### config.mk
export PLATFORM = sky130hd
export DESIGN_NAME = aux_converter_trigger_sequencer
export DESIGN_NICKNAME = d
export VERILOG_FILES = /design/src/hdl/aux_trig_pkg.sv /design/src/hdl/aux_converter_trigger_sequencer.sv
export SDC_FILE = /design/constraint.sdc
export NUM_CORES = 1
export LEC_CHECK = 0
export ABC_AREA = 1
export BUFFER_PORTS_ARGS = -buffer_cell sky130_fd_sc_hd__buf_4
export CAP_MARGIN = 20
export CORE_ASPECT_RATIO = 2
export CORE_UTILIZATION = 54
export DETAILED_ROUTE_END_ITERATION = 10
export PLACE_DENSITY = 0.74
export SETUP_SLACK_MARGIN = 0.3
export SYNTH_ARGS = -nofsm -noshare
export SYNTH_HDL_FRONTEND = slang
export SYNTH_SLANG_ARGS = --single-unit
### constraint.sdc
create_clock -name core_clk_i -period 12 [get_ports core_clk_i]
set_clock_uncertainty 0.15 [all_clocks]
set_input_delay 2.4 -clock core_clk_i [delete_from_list [all_inputs] [get_ports core_clk_i]]
set_output_delay 2.4 -clock core_clk_i [all_outputs]
set_load 0.03 [all_outputs]
### src/hdl/aux_trig_pkg.sv
// constants, register map and carrier types for the converter trigger sequencer
// assumes one 125 MHz clock and the device's own register port
`default_nettype none
package aux_trig_pkg;
	// ==========================================
	// register map
	localparam logic [7:0] ADDR_POWER_MGMT = 8'h0C;
	localparam logic [7:0] ADDR_IRQ_STATUS = 8'h1A;
	localparam logic [7:0] ADDR_TRIG_SEL = 8'h90;
	localparam logic [7:0] ADDR_GATE_RATE = 8'h91;

	// ==========================================
	// field positions
	localparam int ENA_ALIAS_BIT = 7;
	localparam int ENA_BIT = 15;
	localparam int SCHED_BIT = 14;
	localparam int POLL_BIT = 13;
	localparam int INCL_LSB = 0;
	localparam int NUM_INPUTS = 8;
	localparam int RATE_LSB = 8;
	localparam int GATE_LSB = 12;
	localparam int HOLD_BIT = 15;
	localparam int NEW_RESULT_BIT = 0;

	// ==========================================
	// reset values and encodings
	localparam logic [7:0] INCL_RESET = 8'h00;
	localparam logic [2:0] RATE_RESET = 3'h0;
	localparam logic [1:0] GATE_IGNORE = 2'h0;
	localparam logic [1:0] GATE_INHIBIT = 2'h1;
	localparam logic [1:0] GATE_TRIGGER = 2'h3;
	localparam logic [15:0] RDATA_ZERO = 16'h0000;

	// ==========================================
	// timing
	localparam int CLK_HZ = 125_000_000;
	localparam int SLOWEST_RATE_HZ = 1;
	localparam int TICK_W = 32;

	typedef enum {ST_IDLE, ST_SCAN, ST_CONV} seq_state_t;

	typedef struct packed {
		logic wr;
		logic rd;
		logic [7:0] addr;
		logic [15:0] wdata;
	} reg_req_t;

	typedef struct packed {
		logic req;
		logic [2:0] chan;
	} conv_req_t;
endpackage
`default_nettype wire

### src/hdl/aux_converter_trigger_sequencer.sv
// trigger scheduling and input sequencing for the auxiliary converter
// assumes the register port, gate pin and converter handshake are synchronous to core_clk_i
// Operation
// eight converter inputs, each independently included or excluded by software.
// each accepted trigger converts every included input once; excluded inputs skipped.
// include bits 0..7 map to ext one..four, usb, line, battery, temperature; reset 0.
// software includes at least one input before starting a set.
// schedule select bit 14: 0 polled, 1 periodic; resets to polled.
// writing 1 to poll bit 13 starts one set; hardware clears it afterwards.
// poll bit only starts a set in polled operation.
// after a polled set the block idles until the next trigger.
// periodic rate bits 10:8 select 1, 4, 8 .. 256 Hz.
// gate behaviour bits 13:12 reset 00 ignore the pin; 10 is reserved.
// gate behaviour 01 suppresses polled and periodic triggers while gate asserted.
// gate behaviour 11 lets only the gate pin start sets.
// pin mode starts a set on rising edge if polarity 1, falling if 0.
// the gate driver holds the pin asserted until the set completes.
// software leaves include bits alone until earlier results are read.
// triggers arriving during a set are dropped, never queued.
// converter enable lives at bit 7 and bit 15 of two addresses, one flop.
// new result flag sets on fresh data, clears when status register read.
// with hold until read and unread results, any trigger is discarded.
`default_nettype none
module aux_converter_trigger_sequencer #(
	parameter int CLK_FREQ_HZ = aux_trig_pkg::CLK_HZ
) (
	input wire logic core_clk_i,
	input wire logic arst_n_i,
	input wire aux_trig_pkg::reg_req_t reg_req_i,
	output logic [15:0] reg_rdata_o,
	input wire logic gate_pin_i,
	input wire logic pin_polarity_setting_i,
	input wire logic results_unread_i,
	output aux_trig_pkg::conv_req_t conv_o,
	input wire logic conv_done_i,
	output logic busy_o,
	output logic new_result_flag_o
);
	import aux_trig_pkg::*;

	// ==========================================
	// registers
	logic [NUM_INPUTS-1:0] input_include_bits_reg;
	logic schedule_select_reg;
	logic one_shot_trigger_reg;
	logic converter_enable_reg;
	logic [2:0] periodic_rate_reg;
	logic [1:0] gate_behaviour_reg;
	logic hold_until_read_reg;
	logic new_result_flag_reg;
	logic [15:0] rdata_reg;
	logic gate_prev_reg;
	logic [TICK_W-1:0] tick_reg;
	seq_state_t state_reg;
	logic [2:0] chan_reg;
	logic [NUM_INPUTS-1:0] set_incl_reg;

	// ==========================================
	// decode
	wire wr_trig = reg_req_i.wr && (reg_req_i.addr == ADDR_TRIG_SEL);
	wire wr_gate = reg_req_i.wr && (reg_req_i.addr == ADDR_GATE_RATE);
	wire wr_pwr = reg_req_i.wr && (reg_req_i.addr == ADDR_POWER_MGMT);
	wire rd_status = reg_req_i.rd && (reg_req_i.addr == ADDR_IRQ_STATUS);
	wire idle = (state_reg == ST_IDLE);
	wire pin_mode = (gate_behaviour_reg == GATE_TRIGGER);
	wire gate_asserted = gate_pin_i ~^ pin_polarity_setting_i;
	wire gate_edge = gate_asserted && !gate_prev_reg;
	wire inhibited = (gate_behaviour_reg == GATE_INHIBIT) && gate_asserted;
	wire held = hold_until_read_reg && results_unread_i;
	wire periodic_on = converter_enable_reg && schedule_select_reg && !pin_mode;
	wire polled_mode = !schedule_select_reg && !pin_mode;
	wire last_chan = (chan_reg == 3'(NUM_INPUTS - 1));

	// periodic interval: 000 is 1 Hz, code n above it is 2^(n+1) Hz
	wire [4:0] rate_shift = (periodic_rate_reg == RATE_RESET) ? 5'h0 : 5'({2'b00, periodic_rate_reg} + 5'h1);
	wire [TICK_W-1:0] period_cycles = TICK_W'(CLK_FREQ_HZ / SLOWEST_RATE_HZ) >> rate_shift;
	wire period_tick = periodic_on && (tick_reg >= period_cycles - TICK_W'(1));

	// candidate triggers from each source
	wire poll_trig = polled_mode && one_shot_trigger_reg && !inhibited;
	wire rate_trig = period_tick && !inhibited;
	wire pin_trig = pin_mode && gate_edge && converter_enable_reg;
	wire any_trig = converter_enable_reg && (poll_trig || rate_trig || pin_trig);
	wire start_set = any_trig && idle && !held;
	wire discard = any_trig && idle && held;

	wire set_done = ((state_reg == ST_SCAN) && !set_incl_reg[chan_reg] && last_chan) ||
		((state_reg == ST_CONV) && conv_done_i && last_chan);

	// ==========================================
	// software-visible control
	always_ff @(posedge core_clk_i or negedge arst_n_i) begin
		if (!arst_n_i) begin
			input_include_bits_reg <= INCL_RESET;
			schedule_select_reg <= 1'b0;
			converter_enable_reg <= 1'b0;
			periodic_rate_reg <= RATE_RESET;
			gate_behaviour_reg <= GATE_IGNORE;
			hold_until_read_reg <= 1'b0;
		end else begin
			if (wr_trig) begin
				input_include_bits_reg <= reg_req_i.wdata[INCL_LSB +: NUM_INPUTS];
				schedule_select_reg <= reg_req_i.wdata[SCHED_BIT];
			end
			if (wr_trig) begin
				converter_enable_reg <= reg_req_i.wdata[ENA_BIT];
			end else if (wr_pwr) begin
				converter_enable_reg <= reg_req_i.wdata[ENA_ALIAS_BIT];
			end
			if (wr_gate) begin
				periodic_rate_reg <= reg_req_i.wdata[RATE_LSB +: 3];
				gate_behaviour_reg <= reg_req_i.wdata[GATE_LSB +: 2];
				hold_until_read_reg <= reg_req_i.wdata[HOLD_BIT];
			end
		end
	end

	// poll bit: accepted only when polled and idle; cleared by completion, discard or leaving polled operation
	wire poll_accept = wr_trig && reg_req_i.wdata[POLL_BIT] && !reg_req_i.wdata[SCHED_BIT] && !pin_mode && idle;
	wire poll_clear = set_done || (discard && poll_trig) || pin_mode || schedule_select_reg;
	always_ff @(posedge core_clk_i or negedge arst_n_i) begin
		if (!arst_n_i)
			one_shot_trigger_reg <= 1'b0;
		else if (poll_accept)
			one_shot_trigger_reg <= 1'b1;
		else if (poll_clear)
			one_shot_trigger_reg <= 1'b0;
	end

	// fresh data sets the flag; a read in the same cycle does not lose it
	always_ff @(posedge core_clk_i or negedge arst_n_i) begin
		if (!arst_n_i)
			new_result_flag_reg <= 1'b0;
		else if ((state_reg == ST_CONV) && conv_done_i)
			new_result_flag_reg <= 1'b1;
		else if (rd_status)
			new_result_flag_reg <= 1'b0;
	end

	// ==========================================
	// read data
	logic [15:0] rd_mux;
	always_comb begin
		rd_mux = RDATA_ZERO;
		case (reg_req_i.addr)
			ADDR_TRIG_SEL: begin
				rd_mux[INCL_LSB +: NUM_INPUTS] = input_include_bits_reg;
				rd_mux[POLL_BIT] = one_shot_trigger_reg;
				rd_mux[SCHED_BIT] = schedule_select_reg;
				rd_mux[ENA_BIT] = converter_enable_reg;
			end
			ADDR_GATE_RATE: begin
				rd_mux[RATE_LSB +: 3] = periodic_rate_reg;
				rd_mux[GATE_LSB +: 2] = gate_behaviour_reg;
				rd_mux[HOLD_BIT] = hold_until_read_reg;
			end
			ADDR_POWER_MGMT: rd_mux[ENA_ALIAS_BIT] = converter_enable_reg;
			ADDR_IRQ_STATUS: rd_mux[NEW_RESULT_BIT] = new_result_flag_reg;
			default: rd_mux = RDATA_ZERO;
		endcase
	end

	always_ff @(posedge core_clk_i or negedge arst_n_i) begin
		if (!arst_n_i)
			rdata_reg <= RDATA_ZERO;
		else if (reg_req_i.rd)
			rdata_reg <= rd_mux;
	end

	// ==========================================
	// gate edge and periodic timer
	always_ff @(posedge core_clk_i or negedge arst_n_i) begin
		if (!arst_n_i) begin
			gate_prev_reg <= 1'b0;
			tick_reg <= '0;
		end else begin
			gate_prev_reg <= gate_asserted;
			// the timer free-runs so a dropped tick never shifts the cadence
			if (!periodic_on || period_tick)
				tick_reg <= '0;
			else
				tick_reg <= tick_reg + TICK_W'(1);
		end
	end

	// ==========================================
	// set sequencer: steps every input, one cycle per excluded one
	always_ff @(posedge core_clk_i or negedge arst_n_i) begin
		if (!arst_n_i) begin
			state_reg <= ST_IDLE;
			chan_reg <= 3'h0;
			set_incl_reg <= INCL_RESET;
		end else begin
			case (state_reg)
				ST_IDLE: begin
					if (start_set) begin
						// include bits are frozen for the whole set
						set_incl_reg <= input_include_bits_reg;
						chan_reg <= 3'h0;
						state_reg <= ST_SCAN;
					end
				end
				ST_SCAN: begin
					if (set_incl_reg[chan_reg])
						state_reg <= ST_CONV;
					else if (last_chan)
						state_reg <= ST_IDLE;
					else
						chan_reg <= chan_reg + 3'h1;
				end
				ST_CONV: begin
					if (conv_done_i) begin
						if (last_chan) begin
							state_reg <= ST_IDLE;
						end else begin
							chan_reg <= chan_reg + 3'h1;
							state_reg <= ST_SCAN;
						end
					end
				end
				default: state_reg <= ST_IDLE;
			endcase
		end
	end

	// one driver for the whole carrier keeps the output a single-source variable
	assign conv_o = '{req: (state_reg == ST_CONV), chan: chan_reg};
	assign busy_o = !idle;
	assign new_result_flag_o = new_result_flag_reg;
	assign reg_rdata_o = rdata_reg;
endmodule
`default_nettype wire

==> metrics.txt <==
gr usage total=26.2%; Commonest cells post-synth=nand2_1, dfrtp_1, inv_1; total number of vias=4822; total global routing overflow=0; CP max stage delay=0.46 ns; Worst Setup SP=periodic_rate_reg[0]; crit path capture type=flip-flop; post-placement setup slack=7.13 ns; VDD IR max=0.000118 V; Buf/Inv on CP=4; total wire length=12.5 mm; total negative slack=0 ns; DR pass1 iterations=4; synth top area cells=dfrtp_1, nand2_1, ha_1; Critical Path Source Type=flip-flop; layout net count=821; status=complete, no violations; Area Overhead vs Synth=15.3%; sequential cell area=1980 µm²; R2R Path End=tick_reg[11]; worst hold margin=0.346 ns; Post-Syn Area per Cell=7.67 µm²; Worst EP required=12.07 ns; Final Non-Filler Cells=879; final instance area=6080 µm²; Final period util=40.8%; Iteration-0 DRC Markers=196; Ports=54; antenna fix cells=0; most frequent CP cell=nand2_1; largest net degree at the start of global routing=80; Synth top area share=37.5%; start of the worst register-to-register path=periodic_rate_reg[0]; hold wc startpoint=set_incl_reg[5]; CTS tree=yes; Layout fillers=853; FMAX=0.204 GHz; postcts setup bufs=0; Finished Core Util=64.4%; vias in the first global route=4770; WL/cell=14.3 µm; # hold bufs at CTS=0; final setup vio count=0; fin. max-slew vios=0; slew margin rel.=52.4%; drc violations=0; Final WS setup=7.10 ns; Yosys warning total=0; hold path depth=2; Multi-input gate area=2920 µm²; chip height=142 µm; CTS Sinks=79; crit path DAT=4.97 ns; vias per cell=5.49; Hold Path End=set_incl_reg[5]; max cap viols=0; CTS clock-pin slew for the worst setup and hold paths=0.06 ns; CTS H-tree depth=3; Hold Crit Class=flip-flop to flip-flop; Most used DFF post-synth=dfrtp_1; Placed Cells=862; root buffer cell=clkbuf_16; sequential cell area fraction in the yosys report=37.5%; FF+latch count, synth=79; Critical Path Stages=27; Gate Count Post-Synth=688; first-pass GRT wire length=20.8 mm; post-DP HPWL=9.96 mm; LEAKAGE=3.05 nW; Starting Density=55.8%; DP Area=5780 µm²; Synth area leader=dfrtp_1; ratio of cells with drive above 1 in the final layout=14.4%; CTS buffer count=9; Site Rows=50; die area=10200 µm²; maximum fanout along the worst path=19; final RePlAce weighted congestion=0.913; initial antenna violation count=0; FFs w/ async S/R, synth=100%; Core Box Area=9450 µm²; Port Buffer Count=51; Final min period=4.90 ns; RSZ-0062 raised after global routing=no; reg2reg setup slack=7.10 ns; worst slew pin tran=0.709 ns; CTS resizes=0; Cell variety after synth=49; Die Width=71.9 µm; Top Family by Delay on Critical Path=simple AND/OR/NAND/NOR gates; Final Hold Fails=0; slowest cell on the critical path=clkinv_1; cell with the most instances after synthesis=nand2_1; worst setup path category=flip-flop to flip-flop; antenna viol nets, final=0; synthesized cell area=5270 µm²; clk_lat worst skew=0.34 ns; Max Root-Sink Buffers=2; Tot Pwr=0.854 mW; cells on worst reg2reg path=27; Post-synth EDFFs=0; cell area power density=140 nW/µm²; Largest register FFs=32
-- cell usage in the layout, fill, tap and decap left out, drive strengths merged, types with 11 or more instances in the layout --
master,Yosys,layout
nand3,26,26
ha,45,45
o31ai,12,12
nand2,185,185
a21oi,24,24
nor2,82,82
o21ai,46,46
nor3,12,12
nand4,12,12
dfrtp,79,79
clkbuf,6,11
inv,86,88
buf,5,53
-- routing by layer --
layer  GRT usage, %  part of all wire, %  vias up
li1               -                    -     2380
met1           24.9                   35     2264
met2           50.8                   57      129
met3           4.26                  3.2       49
met4           14.8                  5.0        0
met5              0                    0        -
-- cell families after synthesis --
group / share of synthesized area, %
AOI/OAI and AO/OA: 12.9
xor gates and xnor gates: 2.49
adders and majority gates: 10.7
buffers and inverters: 7.38
DFF: 37.5
muxes: 0.427
other: 0.0711
and+or+nand+nor: 28.6
-- where the power goes --
| part | switching (mW) | total [mW] | internal [mW] |
|---|---|---|---|
| sequential | 0.0226 | 0.315 | 0.293 |
| clock | 0.113 | 0.256 | 0.143 |
| combinational | 0.184 | 0.283 | 0.0989 |
| total | 0.320 | 0.854 | 0.534 |
-- worst reg2reg max path, stage by stage, from the launching register on --
cell      delay [ns]
dfrtp_1         0.43
inv_2           0.17
ha_1            0.21
nand2_2         0.08
nand2_1         0.19
inv_1           0.14
ha_1            0.33
nand2_1         0.12
o21ai_1         0.12
a21boi_1        0.26
nand2_1         0.10
nor2_1          0.12
nand2_1         0.13
nor2_4          0.19
nor2_1          0.07
ha_1            0.27
nand2_1         0.08
a21oi_1         0.04
nor2_1          0.10
nand2_1         0.06
nor2_1          0.08
nand2_1         0.07
nand2_1         0.06
nand2_1         0.08
nor2_1          0.10
buf_4           0.19
clkinv_1        0.47
a211oi_1        0.38
-- how the worst max path moves through the flow --
stage	end	slack [ns]
after floorplan	chan_reg[0]	8.12
after global placement	chan_reg[1]	7.24
after detailed placement	tick_reg[11]	7.13
after CTS	tick_reg[11]	7.10
after global routing	chan_reg[0]	6.54
final	tick_reg[11]	7.10
-- layout make-up --
cell class,count,share of cell area [%]
Multi-Input combinational cell,513,48.0
Sequential cell,79,32.5
Timing Repair Buffer,53,6.87
Inverter,88,5.43
Clock buffer,11,3.83
Tap cell,130,2.67
Clock inverter,5,0.699
(Power assumes the default switching activity.)
